===== config.mk =====
export PLATFORM = sky130hd
export DESIGN_NAME = fis_device_flat
export DESIGN_NICKNAME = d
export VERILOG_FILES = /design/src/design/fis_pkg.sv /design/src/design/fis_link_if.sv /design/src/design/fis_device.sv /design/src/flat_wrapper.sv
export SDC_FILE = /design/constraint.sdc
export NUM_CORES = 1
export LEC_CHECK = 0
export ABC_CLOCK_PERIOD_IN_PS = 7800
export BUFFER_PORTS_ARGS = -buffer_cell sky130_fd_sc_hd__buf_2
export CORE_AREA = 2 2 79 81
export CTS_CLUSTER_DIAMETER = 100
export DETAILED_ROUTE_END_ITERATION = 12
export DIE_AREA = 0 0 81 83
export PLACE_DENSITY = 0.82
export SLEW_MARGIN = 10
export SYNTH_ARGS = -nofsm -noshare
export SYNTH_HDL_FRONTEND = slang
export SYNTH_SLANG_ARGS = --single-unit

===== constraint.sdc =====
create_clock -name clock_in -period 7.8 [get_ports clock_in]
set_input_delay 0.78 -clock clock_in [delete_from_list [all_inputs] [get_ports clock_in]]
set_output_delay 0.78 -clock clock_in [all_outputs]
set_load 0.01 [all_outputs]

===== src/design/fis_pkg.sv =====
// constants shared by both ends of the id / parameter-table link
// assumes a 10 MHz system clock on each end and a single-bit spi link
package fis_pkg;

  // instruction codes
  localparam logic [7:0] OP_UNIQUE = 8'h4b;
  localparam logic [7:0] OP_IDENT  = 8'h9f;
  localparam logic [7:0] OP_TABLE  = 8'h5a;
  localparam logic [7:0] OP_SLEEP  = 8'hb9;
  localparam logic [7:0] OP_WAKE   = 8'hab;

  // last bit index of each header phase, counted on rising link edges
  localparam logic [5:0] LAST_OPC_BIT   = 6'h07;
  localparam logic [5:0] LAST_ADDR_BIT  = 6'h17;
  localparam logic [5:0] LAST_UID_DUMMY = 6'h1f;
  localparam logic [5:0] LAST_TBL_DUMMY = 6'h07;
  // bits the host sends before data returns
  localparam logic [5:0] HDR_SHORT      = 6'h08;
  localparam logic [5:0] HDR_LONG       = 6'h28;

  // identity defaults; all values arbitrary
  localparam logic [63:0] UID_DEFAULT   = 64'h0123_4567_89ab_cdef;
  localparam logic [7:0]  MAKER_DEFAULT = 8'h5c;
  localparam logic [7:0]  MEMTYPE_DEF   = 8'h40;
  localparam logic [7:0]  CAPACITY_DEF  = 8'h18;

  // discoverable-parameter table: offsets and contents
  localparam logic [7:0] T_SIG0   = 8'h00, V_SIG0   = 8'h53;
  localparam logic [7:0] T_SIG1   = 8'h01, V_SIG1   = 8'h46;
  localparam logic [7:0] T_SIG2   = 8'h02, V_SIG2   = 8'h44;
  localparam logic [7:0] T_SIG3   = 8'h03, V_SIG3   = 8'h50;
  localparam logic [7:0] T_MINOR  = 8'h04, V_MINOR  = 8'h01;
  localparam logic [7:0] T_MAJOR  = 8'h05, V_MAJOR  = 8'h01;
  localparam logic [7:0] T_NHDR   = 8'h06, V_NHDR   = 8'h00;
  localparam logic [7:0] T_BMAKER = 8'h08;
  localparam logic [7:0] T_BMINOR = 8'h09, V_BMINOR = 8'h00;
  localparam logic [7:0] T_BMAJOR = 8'h0a, V_BMAJOR = 8'h01;
  localparam logic [7:0] T_BLEN   = 8'h0b, V_BLEN   = 8'h04;
  localparam logic [7:0] T_BPTR0  = 8'h0c, V_BPTR0  = 8'h80;
  localparam logic [7:0] T_BPTR1  = 8'h0d, V_BPTR1  = 8'h00;
  localparam logic [7:0] T_BPTR2  = 8'h0e, V_BPTR2  = 8'h00;
  localparam logic [7:0] T_PMAKER = 8'h10;
  localparam logic [7:0] T_PMINOR = 8'h11, V_PMINOR = 8'h00;
  localparam logic [7:0] T_PMAJOR = 8'h12, V_PMAJOR = 8'h01;
  localparam logic [7:0] T_PLEN   = 8'h13, V_PLEN   = 8'h00;
  localparam logic [7:0] T_PPTR0  = 8'h14, V_PPTR0  = 8'h90;
  localparam logic [7:0] T_PPTR1  = 8'h15, V_PPTR1  = 8'h00;
  localparam logic [7:0] T_PPTR2  = 8'h16, V_PPTR2  = 8'h00;
  localparam logic [7:0] V_RSVD   = 8'hff;

  // timing
  localparam int CLK_PERIOD_NS  = 100;
  localparam int SCLK_PERIOD_NS = 800;
  localparam int CS_GAP_NS      = 400;
  localparam int SCLK_DIV       = SCLK_PERIOD_NS / CLK_PERIOD_NS;
  localparam logic [2:0] PH_RISE = 3'(SCLK_DIV / 2 - 1);
  localparam logic [2:0] PH_LAST = 3'(SCLK_DIV - 1);
  localparam logic [2:0] GAP_LAST =
    3'((CS_GAP_NS + CLK_PERIOD_NS - 1) / CLK_PERIOD_NS - 1);

  // host apb registers
  localparam logic [7:0] REG_CTRL   = 8'h00;
  localparam logic [7:0] REG_STATUS = 8'h04;
  localparam logic [7:0] REG_RX_LO  = 8'h08;
  localparam logic [7:0] REG_RX_HI  = 8'h0c;
  localparam int CTRL_OP_LSB   = 0;
  localparam int CTRL_ADDR_LSB = 8;
  localparam int CTRL_CNT_LSB  = 16;
  localparam int CTRL_START    = 31;
  localparam int ST_BUSY       = 0;
  localparam int ST_DONE       = 1;

  typedef enum logic [4:0] {
    D_OPC    = 5'h01,
    D_ADDR   = 5'h02,
    D_DUMMY  = 5'h04,
    D_SEND   = 5'h08,
    D_IGNORE = 5'h10
  } fis_dstate_e;

  typedef enum logic [2:0] {
    H_IDLE = 3'h1,
    H_RUN  = 3'h2,
    H_GAP  = 3'h4
  } fis_hstate_e;

endpackage


===== src/design/fis_link_if.sv =====
// single-bit spi link between the host controller and the device
// assumes the bench joins both modports; only the device drives miso
`timescale 1ns/100ps
interface fis_link_if;
  logic cs_n;
  logic sclk;
  logic mosi;
  logic miso_drv;
  logic miso_oe;
  wire  miso_line;

  // a released line reads high, as through a pull-up
  assign miso_line = miso_oe ? miso_drv : 1'b1;

  modport dev  (input cs_n, sclk, mosi, output miso_drv, miso_oe);
  modport host (output cs_n, sclk, mosi, input miso_line);
endinterface


===== src/design/fis_device.sv =====
// device end: decodes unique-id, identity and parameter-table reads
// assumes link pins are asynchronous to clock_in; all are synchronised
`timescale 1ns/100ps

module fis_device
  import fis_pkg::*;
#(
  parameter logic [63:0] UNIQUE_ID   = UID_DEFAULT,
  parameter logic [7:0]  MAKER_CODE  = MAKER_DEFAULT,
  parameter logic [7:0]  MEMORY_TYPE = MEMTYPE_DEF,
  parameter logic [7:0]  CAPACITY    = CAPACITY_DEF
) (
  input  wire logic   clock_in,
  input  wire logic   reset_n_in,
  fis_link_if.dev     link,
  output logic        powered_down_out
);

  typedef struct packed {
    logic        sclk_meta;
    logic        sclk_sync;
    logic        sclk_prev;
    logic        cs_meta;
    logic        cs_sync;
    logic        si_meta;
    logic        si_sync;
    fis_dstate_e state;
    logic [7:0]  opcode;
    logic [5:0]  bit_cnt;
    logic [7:0]  addr;
    logic [7:0]  idx;
    logic [2:0]  out_bit;
    logic        sleep;
    logic        sleep_pend;
    logic        wake_pend;
    logic        miso;
    logic        miso_oe;
  } fis_dev_s;

  fis_dev_s   r;
  fis_dev_s   next_r;
  logic       rise;
  logic       fall;
  logic [7:0] op_now;
  logic [7:0] cur_byte;

  // table contents; undefined locations and the table body read FFh
  function automatic logic [7:0] table_byte(input logic [7:0] a);
    logic [7:0] b;
    b = V_RSVD;
    case (a)
      T_SIG0:   b = V_SIG0;
      T_SIG1:   b = V_SIG1;
      T_SIG2:   b = V_SIG2;
      T_SIG3:   b = V_SIG3;
      T_MINOR:  b = V_MINOR;
      T_MAJOR:  b = V_MAJOR;
      T_NHDR:   b = V_NHDR;
      T_BMAKER: b = MAKER_CODE;
      T_BMINOR: b = V_BMINOR;
      T_BMAJOR: b = V_BMAJOR;
      T_BLEN:   b = V_BLEN;
      T_BPTR0:  b = V_BPTR0;
      T_BPTR1:  b = V_BPTR1;
      T_BPTR2:  b = V_BPTR2;
      T_PMAKER: b = MAKER_CODE;
      T_PMINOR: b = V_PMINOR;
      T_PMAJOR: b = V_PMAJOR;
      T_PLEN:   b = V_PLEN;
      T_PPTR0:  b = V_PPTR0;
      T_PPTR1:  b = V_PPTR1;
      T_PPTR2:  b = V_PPTR2;
      default:  b = V_RSVD;
    endcase
    return b;
  endfunction

  // byte to send for the running instruction at position idx
  function automatic logic [7:0] out_byte(input logic [7:0] op,
                                          input logic [7:0] i);
    logic [63:0] w;
    logic [7:0]  b;
    w = UNIQUE_ID << {i[2:0], 3'h0};
    b = V_RSVD;
    case (op)
      OP_UNIQUE: b = w[63:56];
      OP_IDENT: begin
        case (i)
          8'h00:   b = MAKER_CODE;
          8'h01:   b = MEMORY_TYPE;
          8'h02:   b = CAPACITY;
          default: b = V_RSVD;
        endcase
      end
      OP_TABLE: b = table_byte(i);
      default:  b = V_RSVD;
    endcase
    return b;
  endfunction

  assign rise     = r.sclk_sync & ~r.sclk_prev;
  assign fall     = ~r.sclk_sync & r.sclk_prev;
  assign op_now   = {r.opcode[6:0], r.si_sync};
  assign cur_byte = out_byte(r.opcode, r.idx);

  always_comb begin
    next_r = r;
    next_r.sclk_meta = link.sclk;
    next_r.sclk_sync = r.sclk_meta;
    next_r.sclk_prev = r.sclk_sync;
    next_r.cs_meta   = link.cs_n;
    next_r.cs_sync   = r.cs_meta;
    next_r.si_meta   = link.mosi;
    next_r.si_sync   = r.si_meta;
    if (r.cs_sync) begin
      // deselected: release the line and rearm for a new opcode
      next_r.state      = D_OPC;
      next_r.bit_cnt    = 6'h00;
      next_r.out_bit    = 3'h0;
      next_r.idx        = 8'h00;
      next_r.miso       = 1'b0;
      next_r.miso_oe    = 1'b0;
      next_r.sleep_pend = 1'b0;
      next_r.wake_pend  = 1'b0;
      // power state only changes once the instruction is closed
      if (r.sleep_pend) begin
        next_r.sleep = 1'b1;
      end
      if (r.wake_pend) begin
        next_r.sleep = 1'b0;
      end
    end else begin
      case (r.state)
        D_OPC: begin
          if (rise) begin
            next_r.opcode  = op_now;
            next_r.bit_cnt = r.bit_cnt + 6'h01;
            if (r.bit_cnt == LAST_OPC_BIT) begin
              next_r.bit_cnt = 6'h00;
              next_r.state   = D_IGNORE;
              if (r.sleep) begin
                next_r.wake_pend = (op_now == OP_WAKE);
              end else begin
                case (op_now)
                  OP_UNIQUE: next_r.state = D_DUMMY;
                  OP_IDENT:  next_r.state = D_SEND;
                  OP_TABLE:  next_r.state = D_ADDR;
                  OP_SLEEP:  next_r.sleep_pend = 1'b1;
                  default:   next_r.state = D_IGNORE;
                endcase
              end
            end
          end
        end
        D_ADDR: begin
          if (rise) begin
            // only the low address byte is kept; upper bits are zero
            next_r.addr    = {r.addr[6:0], r.si_sync};
            next_r.bit_cnt = r.bit_cnt + 6'h01;
            if (r.bit_cnt == LAST_ADDR_BIT) begin
              next_r.bit_cnt = 6'h00;
              next_r.idx     = {r.addr[6:0], r.si_sync};
              next_r.state   = D_DUMMY;
            end
          end
        end
        D_DUMMY: begin
          if (rise) begin
            next_r.bit_cnt = r.bit_cnt + 6'h01;
            if ((r.opcode == OP_UNIQUE && r.bit_cnt == LAST_UID_DUMMY) ||
                (r.opcode == OP_TABLE && r.bit_cnt == LAST_TBL_DUMMY)) begin
              next_r.bit_cnt = 6'h00;
              next_r.state   = D_SEND;
            end
          end
        end
        D_SEND: begin
          // first falling edge after the header drives the msb
          if (fall) begin
            next_r.miso_oe = 1'b1;
            next_r.miso    = cur_byte[3'h7 - r.out_bit];
            next_r.out_bit = r.out_bit + 3'h1;
            if (r.out_bit == 3'h7) begin
              next_r.idx = r.idx + 8'h01;
            end
          end
        end
        D_IGNORE: begin
          next_r.state = D_IGNORE;
        end
        default: begin
          next_r.state = D_IGNORE;
        end
      endcase
    end
  end

  always_ff @(posedge clock_in) begin
    if (!reset_n_in) begin
      r         <= '0;
      r.state   <= D_OPC;
      r.cs_meta <= 1'b1;
      r.cs_sync <= 1'b1;
    end else begin
      r <= next_r;
    end
  end

  assign link.miso_drv    = r.miso;
  assign link.miso_oe     = r.miso_oe;
  assign powered_down_out = r.sleep;

endmodule // fis_device


===== src/flat_wrapper.sv =====
// flat-port wrapper written by rule: the top's interface ports become plain ports
module fis_device_flat import fis_pkg::*;
#(
  parameter logic [63:0] UNIQUE_ID   = UID_DEFAULT,
  parameter logic [7:0]  MAKER_CODE  = MAKER_DEFAULT,
  parameter logic [7:0]  MEMORY_TYPE = MEMTYPE_DEF,
  parameter logic [7:0]  CAPACITY    = CAPACITY_DEF
)
  (clock_in, reset_n_in, powered_down_out, link_cs_n, link_sclk, link_mosi, link_miso_drv, link_miso_oe);
  fis_link_if link_i ();
  input  wire logic clock_in;
  input  wire logic reset_n_in;
  output logic powered_down_out;
  input wire logic [$bits(link_i.cs_n)-1:0] link_cs_n;
  input wire logic [$bits(link_i.sclk)-1:0] link_sclk;
  input wire logic [$bits(link_i.mosi)-1:0] link_mosi;
  output wire logic [$bits(link_i.miso_drv)-1:0] link_miso_drv;
  output wire logic [$bits(link_i.miso_oe)-1:0] link_miso_oe;
  assign link_i.cs_n = link_cs_n;
  assign link_i.sclk = link_sclk;
  assign link_i.mosi = link_mosi;
  assign link_miso_drv = link_i.miso_drv;
  assign link_miso_oe = link_i.miso_oe;
  fis_device #(.UNIQUE_ID(UNIQUE_ID), .MAKER_CODE(MAKER_CODE), .MEMORY_TYPE(MEMORY_TYPE), .CAPACITY(CAPACITY)) u_core (.clock_in(clock_in), .reset_n_in(reset_n_in), .link(link_i), .powered_down_out(powered_down_out));
endmodule

==> results of run 1 <==
==> worst register-to-register path: cells and delay by family (launching register included) <==
kind            cells  cell delay, ns
fa+ha+maj           2            0.53
flops               1            0.36
buf+inv             2            0.19
compound gates      3            1.01
simple gates        5            1.29
==> metal layers <==
layer | routed length (um) | global-route usage, % | vias to the layer above
li1 | - | - | 1385
met3 | 363 | 6.41 | 12
met5 | 0 | 0 | -
met2 | 3210 | 33.8 | 81
met4 | 123 | 10.2 | 0
met1 | 3340 | 30.1 | 1299
==> cells in the final DEF, fill, tap and decap left out, drive strengths merged, types with 10 or more instances in the layout <==
master / Yosys / layout
a21oi: 15 / 15
and2: 10 / 10
clkbuf: 11 / 12
dfxtp: 57 / 57
ha: 10 / 10
inv: 12 / 12
mux2i: 12 / 12
nand2: 36 / 36
nand3: 13 / 13
nor2: 52 / 52
nor2b: 12 / 12
o21ai: 29 / 29
==> cell type report <==
class	instances	area [um2]	area share (%)
Tap cell	75	93.8	2.72
Timing Repair Buffer	8	42.5	1.23
Inverter	12	45.0	1.30
Multi-Input combinational cell	301	1940	56.1
Sequential cell	57	1140	33.0
Clock buffer	12	155	4.49
Clock inverter	3	40.0	1.16
==> final timing paths <==
path | start | endpoint | slack (ns) | cells after the start
hold reg to reg | u_core.next_r[45] | u_core.r[45] | 0.42 | 1
setup reg to reg | u_core.r[24] | flip-flop | 4.34 | 12
hold / removal | u_core.next_r[45] | u_core.r[45] | 0.42 | 1
setup / recovery | u_core.r[24] | flip-flop | 4.34 | 12
==> power by group <==
part / internal (uW) / switching (uW)
registers: 293 / 1.92
clock network: 162 / 109
logic: 4.13 / 6.28
==> kinds of logic (layout without fill, tap and decap cells) <==
logic type / count (synthesis) / in the layout / share of synthesized area, %
XOR/XNOR: 7 / 7 / 1.93
AND/OR/NAND/NOR: 177 / 177 / 28.8
adder cells (fa/ha/maj): 10 / 10 / 3.93
buffers and inverters: 26 / 35 / 3.34
flip-flops: 57 / 57 / 35.8
multiplexers: 12 / 12 / 3.77
AO/OA/AOI/OAI: 95 / 95 / 22.4
==> stage by stage <==
| step | instance area (um2) | utilization, % | hold slack [ns] | worst slack (ns) |
|---|---|---|---|---|
| floorplan | 3180 | - | 0.386 | 5.02 |
| CTS | 3450 | 59.4 | 0.434 | 4.43 |
| global route | 3450 | 59.4 | 0.452 | 4.04 |
| finish | 3450 | 59.4 | 0.422 | 4.34 |
| detailed placement | 3260 | 56.0 | 0.416 | 4.48 |
| global placement | 3260 | 56.0 | 0.407 | 4.66 |
==> metrics.csv, run 1 <==
metric;value;unit
endpoint_kind;flip-flop;
cts_sinks;57;
start_util;54.8;%
htreeDepth;3;
maxCapViolCount;0;
hold_path.class;flip-flop to flip-flop;
numCtsBuffers;9;
route.detailed.drc;0;
tightest_slew;0.953;ns
async_flop_share;0;%
peakVddDrop;0.000122;V
wl;7040;um
grt_max_degree;26;
insertedDiodeCount;0;
routed_via_density;5.93;
cp.arrival;3.70;ns
final_cells;468;
drt_iter0_drc;256;
cts_root_buf;clkbuf_8;
leakage;0.00127;uW
antenna_found_initial;0;
power.density;167;mW/mm2
path_buf_inv;2;
min_period;3.46;ns
synth_area_leader_cell;dfxtp_1;
grt_overflow_total;0;
dp_hpwl;5150;um
synthTopCellsByCount;dfxtp_1, nor2_1, nand2_1;
vias;2777;
finalCritPeriodShare;44.3;%
synth_cell_type_count;66;
rsz0062_at_grt;no;
max_freq;289;MHz
path_max_fanout;6;
wl_per_cell;15.0;um
ant_nets;0;
syn_to_final_growth;8.49;%
ioPinCount;8;
grt_pass1_vias;2599;
placementRows;28;
synth_area_per_cell;8.29;um2
critPathMaxStageDelay;0.82;ns
relSlewSlack;35.8;%
ys_ff_latch;57;
hold_viol;0;
ys.flop_type;dfxtp_1;
setup_viol;0;
place_inst;453;
synth_top_area_share;35.8;%
synth_cells;384;
dieWidth;81;um
core_area;0.00582;mm2
post-cts-setup-buffers;0;
cpLargestDelayFamily;simple AND/OR/NAND/NOR gates;
groute.usage.overall;22.7;%
die-area;0.00672;mm2
die_height;83;um
slew_violations;0;
path_class;flip-flop to flip-flop;
cts_tree;done;
grt_pass1_wl;11800;um
status;completed;
critPathRequiredTime;8.04;ns
total_power;576;uW
cts_max_path_buffers;2;
synth_edf_count;0;
post_route_cells_drive_above_1_share;10.7;%
path_clk_slew;0.06;ns
synth.area.top_cells;dfxtp_1, nor2_1, nand2_1, ha_1, mux2i_1;
layout.nets;404;
cts_resized;0;
firstDrtPassIters;5;
clock_latency;0.34;ns
ys_seq_area_share;35.8;%
cts_hold_buffers;0;
slowest_stage;o21ai_0;
synth_area;0.00318;mm2
synthMostInstantiatedCell;dfxtp_1;
finClkSkew;0.00770;ns
cp_cell_sequence;ha_1 -> nor4bb_1 -> nand3_1 -> o21ai_0 -> o21ai_2 -> nor2_1 -> inv_1 -> ha_1 -> inv_1 -> nor3b_1 -> o21ai_0 -> and3_1;
start_kind;flip-flop;
ys.warnings.count;0;
numPortBuffers;7;
synth_nets;399;
fillers;557;
place.gp.congestion;0.882;
fin_tns_setup;0;ns
Power figures use the tool's default switching activity.
==> run 2, diff against run 1 <==
--- a/config.mk
+++ b/config.mk
@@ -5,13 +5,14 @@
 export SDC_FILE = /design/constraint.sdc
 export NUM_CORES = 1
 export LEC_CHECK = 0
-export ABC_CLOCK_PERIOD_IN_PS = 7800
+export ABC_AREA = 1
+export ABC_CLOCK_PERIOD_IN_PS = 2900
 export BUFFER_PORTS_ARGS = -buffer_cell sky130_fd_sc_hd__buf_2
-export CORE_AREA = 2 2 79 81
+export CORE_AREA = 2 2 81 83
 export CTS_CLUSTER_DIAMETER = 100
 export DETAILED_ROUTE_END_ITERATION = 12
-export DIE_AREA = 0 0 81 83
-export PLACE_DENSITY = 0.82
+export DIE_AREA = 0 0 83 85
+export PLACE_DENSITY = 0.84
 export SLEW_MARGIN = 10
 export SYNTH_ARGS = -nofsm -noshare
 export SYNTH_HDL_FRONTEND = slang
==> constraint.sdc (replaced) <==
create_clock -name clock_in -period 2.9 [get_ports clock_in]
set_input_delay 0.29 -clock clock_in [delete_from_list [all_inputs] [get_ports clock_in]]
set_output_delay 0.29 -clock clock_in [all_outputs]
set_load 0.01 [all_outputs]
==> run 2 against run 1 <==
Effect of this change:
- clock skew fell by 0.0013 ns
- setup slack got worse by 3.9 ns
- global-route usage fell by 0.18 points
- first-iteration DRC count fell by 14%
- clock power rose to 3.1 times the previous value
- synthesized area rose by 4.7%
==> metrics.csv, run 2 <==
metric;value;unit;change
status;completed;;
synth_area_per_cell;6.79;um2;-18%
synthTopCellsByCount;nand2_1, inv_1, nor2_1;;
async_flop_share;0;%;unchanged
tightest_slew;0.797;ns;-0.156 ns
total_power;1680;uW;+190%
wl;7500;um;+6.7%
ant_nets;0;;unchanged
cts_hold_buffers;0;;unchanged
post_route_cells_drive_above_1_share;13.2;%;+2.5 points
grt_busiest_layer;met2;;
cp_cell_sequence;ha_1 -> nand2_2 -> nor2_2 -> nand2_1 -> nor2_4 -> nand3_4 -> nand2_2 -> nand2_1 -> nand3_2 -> inv_1 -> ha_1 -> inv_1 -> nand4_2 -> nand3_1 -> nand2_1 -> nand2_1 -> nand2_1;;
cpLargestDelayFamily;simple AND/OR/NAND/NOR gates;;
place.gp.congestion;0.894;;+1.4%
clock_latency;0.35;ns;about the same
cts_tree;done;;
synth_area_leader_cell;dfxtp_1;;
grt_overflow_total;0;;unchanged
wl_per_cell;12.8;um;-15%
drt_iter0_drc;221;;-14%
synth_cells;491;;+28%
finalCritPeriodShare;85.0;%;+41 points
critPathMaxStageDelay;0.38;ns;-0.44 ns
cts_resized;0;;unchanged
synth_cell_type_count;34;;-48%
antenna_found_initial;0;;unchanged
power.density;457;mW/mm2;+170%
cts_sinks;57;;unchanged
rsz0062_at_grt;no;;
finClkSkew;0.00643;ns;-0.00127 ns
htreeDepth;3;;unchanged
placementRows;29;;+3.6%
fin_tns_setup;0;ns;unchanged
core_area;0.00620;mm2;+6.7%
worst_path_most_repeated_cell;nand2_1;;
synth.area.top_cells;dfxtp_1, nand2_1, inv_1, nor2_1, nand3_1;;
slowest_stage;dfxtp_1;;
cts_root_buf;clkbuf_8;;
ys.warnings.count;0;;unchanged
relSlewSlack;46.6;%;+11 points
groute.usage.overall;22.5;%;-0.18 points
ys_seq_area_share;34.2;%;-1.6 points
slew_violations;0;;unchanged
ys_ff_latch;57;;unchanged
path_class;flip-flop to flip-flop;;
start_util;53.7;%;-1.0 points
post-cts-setup-buffers;0;;unchanged
synth_nets;506;;+27%
insertedDiodeCount;0;;unchanged
layout_common_cells;nand2_1, inv_1, nor2_1;;
critPathRequiredTime;3.14;ns;-4.90 ns
hold_path.class;primary input to flip-flop;;
leakage;0.00171;uW;+34%
die_height;85;um;+2.4%
max_freq;406;MHz;+40%
dp_hpwl;5620;um;+9.1%
maxCapViolCount;0;;unchanged
path_max_fanout;11;;+5
route.detailed.drc;0;;unchanged
start_kind;flip-flop;;
dieWidth;83;um;+2.5%
hold_viol;0;;unchanged
numPortBuffers;7;;unchanged
grt_pass1_vias;2967;;+14%
min_period;2.46;ns;-0.993 ns
path_clk_slew;0.07;ns;about the same
vias;3165;;+14%
use_met3;6.13;%;-0.28 points
syn_to_final_growth;10.1;%;
cp.arrival;2.71;ns;-0.99 ns
setup_viol;0;;unchanged
met1_usage;26.5;%;-3.7 points
firstDrtPassIters;5;;unchanged
synth_area;0.00333;mm2;+4.7%
final_common_cell;nand2_1;;
ys.flop_type;dfxtp_1;;
die-area;0.00706;mm2;+4.9%
synthMostInstantiatedCell;nand2_1;;
numCtsBuffers;9;;unchanged
ioPinCount;8;;unchanged
met2_usage;38.1;%;+4.3 points
path_buf_inv;2;;unchanged
endpoint_kind;flip-flop;;
grt_max_degree;22;;-15%
cts_max_path_buffers;2;;unchanged
peakVddDrop;0.000316;V;+160%
synth_top_area_share;34.2;%;-1.6 points
routed_via_density;5.40;;-9.0%
synth_edf_count;0;;unchanged
layout.nets;519;;+28%
grt_pass1_wl;12800;um;+8.4%
==> run 2: cell count changes after synthesis, moves of 9 or more <==
| cell | delta |
|---|---|
| nand2_1 | +64 |
| inv_1 | +56 |
| nand3_1 | +25 |
| a21oi_1 | +21 |
| o21ai_0 | +15 |
| mux2i_1 | -12 |
| nor2b_1 | -12 |
| nor2_1 | +11 |
| and2_1 | -9 |
==> run 2: final timing paths <==
path | startpoint | endpoint | slack [ns] | cells after the start
max | u_core.r[25] | flip-flop | 0.44 | 17
min | link_sclk | u_core.next_r[48] | 0.12 | 3
max reg2reg | u_core.r[25] | flip-flop | 0.44 | 17
min reg2reg | u_core.next_r[43] | u_core.op_now[0] | 0.41 | 2
==> run 2: tightest hold or removal path: cells and delay by family <==
family	cells	cell delay, ns
buffers and inverters	2	0.11
and+or+nand+nor	1	0.04
==> run 2: through the flow <==
step                util (%)  setup slack, ns  instances  area [um2]  hold WS [ns]
floorplan                  -            0.758        491        3330         0.388
global placement        55.5            0.593        570        3440         0.394
detailed placement      55.5            0.455        570        3440         0.401
CTS                     59.1            0.438        586        3670         0.111
global route            59.1            0.173        586        3670         0.107
finish                  59.1            0.435        586        3670         0.116
==> run 2: logic make-up after synthesis <==
| logic type | count (synthesis) | synth area share [%] |
|---|---|---|
| compound gates | 85 | 13.4 |
| xor+xnor | 1 | 0.263 |
| simple gates | 259 | 38.9 |
| flops | 57 | 34.2 |
| fa+ha+maj | 10 | 3.75 |
| buf+inv | 79 | 9.46 |
==> run 2: layer usage <==
layer,up-vias,part of all wire [%],routed length [um]
met4,0,2.3,169
met2,91,47,3510
met3,16,4.9,366
met5,-,0,0
met1,1430,46,3450
li1,1628,-,-
==> run 2: cell type report <==
class	count	area (um2)
Inverter	72	275
Timing Repair Buffer	9	50.0
Clock buffer	11	151
Clock inverter	5	77.6
Fill cell	558	2530
Multi-Input combinational cell	355	1880
Sequential cell	57	1140
Tap cell	77	96.3
==> run 2: power by group <==
group          internal, uW  leakage, uW  switching [uW]
sequential              789     0.000461            4.36
clock                   527     0.000115             322
combinational          9.65      0.00113            25.2
total                  1330      0.00171             352
==> run 3, diff against run 2 <==
--- a/config.mk
+++ b/config.mk
@@ -5,14 +5,14 @@
 export SDC_FILE = /design/constraint.sdc
 export NUM_CORES = 1
 export LEC_CHECK = 0
-export ABC_AREA = 1
-export ABC_CLOCK_PERIOD_IN_PS = 2900
+export ABC_AREA = 0
+export ABC_CLOCK_PERIOD_IN_PS = 2540
 export BUFFER_PORTS_ARGS = -buffer_cell sky130_fd_sc_hd__buf_2
-export CORE_AREA = 2 2 81 83
+export CORE_AREA = 2 2 79 81
 export CTS_CLUSTER_DIAMETER = 100
 export DETAILED_ROUTE_END_ITERATION = 12
-export DIE_AREA = 0 0 83 85
-export PLACE_DENSITY = 0.84
+export DIE_AREA = 0 0 81 83
+export PLACE_DENSITY = 0.82
 export SLEW_MARGIN = 10
 export SYNTH_ARGS = -nofsm -noshare
 export SYNTH_HDL_FRONTEND = slang
==> constraint.sdc (replaced) <==
create_clock -name clock_in -period 2.54 [get_ports clock_in]
set_input_delay 0.254 -clock clock_in [delete_from_list [all_inputs] [get_ports clock_in]]
set_output_delay 0.254 -clock clock_in [all_outputs]
set_load 0.01 [all_outputs]
==> run 3 against run 2 <==
Effect of this change:
- the flow now finishes with violations (negative setup slack)
- sequential power up 14%
- fmax down 8.3%
- highest routed layer unchanged
- total power up 7.2%
- register-to-register slack worse by 0.58 ns
- die area down 4.7%
- clock-buffer cell count up 4
- first-iteration DRC count up 0.90%
- critical path depth down 7
- sequential share of layout area down 1.1 points
- wire length down 0.28%
==> metrics.csv, run 3 (same netlist as run 1, synthesis figures left out) <==
metric;value;unit;change
drt_iter0_drc;223;;+0.90%
path_buf_inv;1;;-1
hold_viol;0;;unchanged
leakage;0.00145;uW;-15%
worst_slack;-0.148;ns;-0.583 ns
cts_sinks;57;;unchanged
htreeDepth;3;;unchanged
start_kind;flip-flop;;
hold_depth;2;;-1
fin_util;65.4;%;+6.2 points
groute.usage.overall;24.1;%;+1.6 points
critPathRequiredTime;2.81;ns;-0.33 ns
cts_tree;done;;
status;complete, but fails checks;;
wl_per_cell;14.9;um;+16%
dp_hpwl;5320;um;-5.4%
path_max_fanout;4;;-7
grt_pass1_vias;2793;;-5.9%
finClkSkew;0.00581;ns;-0.000620 ns
placementRows;28;;-3.4%
grt_max_degree;25;;+14%
die_height;83;um;-2.4%
tightest_slew;0.494;ns;-0.304 ns
worst-r2r-setup-slack;-0.15;ns;-0.58 ns
worst_path_most_repeated_cell;a221o_1;;
insertedDiodeCount;0;;unchanged
syn_to_final_growth;19.4;%;
die-area;0.00672;mm2;-4.7%
multi_input_area;0.00201;mm2;+7.0%
violations;negative setup slack;;
ant_nets;0;;unchanged
antenna_found_initial;0;;unchanged
vias;2926;;-7.6%
start_util;54.8;%;+1.0 points
final_common_cell;dfxtp_1;;
final_cell_area;0.00380;mm2;+3.6%
reg2reg_depth;10;;-7
path_class;flip-flop to flip-flop;;
cts_max_path_buffers;2;;unchanged
cp_cell_sequence;or4b_4 -> or3_4 -> o21a_4 -> a221o_1 -> o21ai_2 -> nor2_4 -> buf_4 -> ha_4 -> a221o_1 -> o21ai_1;;
cp.arrival;2.96;ns;+0.25 ns
dieWidth;81;um;-2.4%
min_period;2.69;ns;+0.223 ns
fillers;476;;-15%
grt_pass1_wl;12700;um;-0.91%
hold_path.class;primary input to flip-flop;;
routed_via_density;5.82;;+7.7%
finalCritPeriodShare;106;%;+21 points
critPathMaxStageDelay;0.57;ns;+0.19 ns
wl;7480;um;-0.28%
holdCritStartpoint;link_cs_n;;
power.density;473;mW/mm2;+3.5%
max_freq;372;MHz;-8.3%
post_route_cells_drive_above_1_share;21.3;%;+8.1 points
cts_root_buf;clkbuf_8;;
firstDrtPassIters;4;;-1
core_area;0.00582;mm2;-6.3%
route.detailed.drc;0;;unchanged
maxCapViolCount;0;;unchanged
peakVddDrop;0.000606;V;+92%
cpLargestDelayFamily;simple AND/OR/NAND/NOR gates;;
place.gp.congestion;0.894;;about the same
numCtsBuffers;9;;unchanged
grt_overflow_total;0;;unchanged
min_to;u_core.next_r[45];;
path_clk_slew;0.06;ns;about the same
layout_common_cells;dfxtp_1, nor2_1, nand2_1, buf_4, o21ai_0;;
relSlewSlack;66.7;%;+20 points
setup_viol;5;;+5
slew_violations;0;;unchanged
rsz0062_at_grt;yes;;
numPortBuffers;7;;unchanged
ioPinCount;8;;unchanged
clock_latency;0.34;ns;about the same
r2r-start;u_core.r[38];;
dpl-instance-area;0.00351;mm2;+2.1%
seq_area;0.00114;mm2;+0.11%
slowest_stage;or4b_4;;
endpoint_kind;flip-flop;;
layout.nets;438;;-16%
==> run 3: power breakdown <==
group / internal, uW / switching [uW]
clock network: 513 / 345
registers: 899 / 5.46
logic: 14.8 / 21.5
total: 1430 / 372
==> run 3: what timing repair did <==
item,CTS,global route
endpoints found under the setup margin,6,9
pin swaps,2,7
endpoints found under the hold margin,0,0
buffers inserted,2,2
hold buffers,0,0
gates resized for setup,4,5
==> run 3: final cells by class <==
class | instances | share of cell area (%)
inverters | 12 | 1.25
well taps | 75 | 2.47
clock inverters | 1 | 0.132
flip-flops and latches | 57 | 30.0
repair buffers | 42 | 7.83
multi-input cells | 301 | 52.8
clock buffers | 15 | 5.43
==> run 3: worst register-to-register path, cell delays in order (launching register included) <==
cell and delay (ns):
dfxtp_2 0.32, or4b_4 0.57, or3_4 0.35, o21a_4 0.13, a221o_1 0.28, o21ai_2 0.10, nor2_4 0.07, buf_4 0.14
ha_4 0.21, a221o_1 0.33, o21ai_1 0.13
==> run 3: worst max-delay path by stage <==
stage                     slack (ns)         to          from  cells after the start
after floorplan                -0.08  flip-flop  u_core.r[38]                     10
after global placement        -0.007  flip-flop  u_core.r[38]                      9
after detailed placement       -0.10  flip-flop  u_core.r[24]                     14
after CTS                      -0.05  flip-flop  u_core.r[40]                     11
after global routing           -0.20  flip-flop  u_core.r[38]                     12
final                          -0.15  flip-flop  u_core.r[38]                     10
==> run 3: metal layers <==
| layer | global-route usage (%) | up-vias | wire length (um) |
|---|---|---|---|
| met5 | 0 | - | 0 |
| met4 | 8.94 | 0 | 178 |
| met3 | 7.39 | 18 | 409 |
| met2 | 36.5 | 68 | 3530 |
| met1 | 32.1 | 1383 | 3370 |
| li1 | - | 1457 | - |
==> run 3: metrics by stage <==
stage | hold slack [ns] | setup TNS, ns | std cells | power, uW | setup slack [ns]
finish | 0.102 | -0.377 | 503 | 1800 | -0.148
global route | 0.0827 | -0.732 | 503 | 1870 | -0.202
CTS | 0.0845 | -0.194 | 501 | 1820 | -0.0529
detailed placement | 0.398 | -0.249 | 483 | 960 | -0.105
global placement | 0.400 | -0.0110 | 483 | 959 | -0.00666
floorplan | 0.327 | -0.254 | 384 | 946 | -0.0816
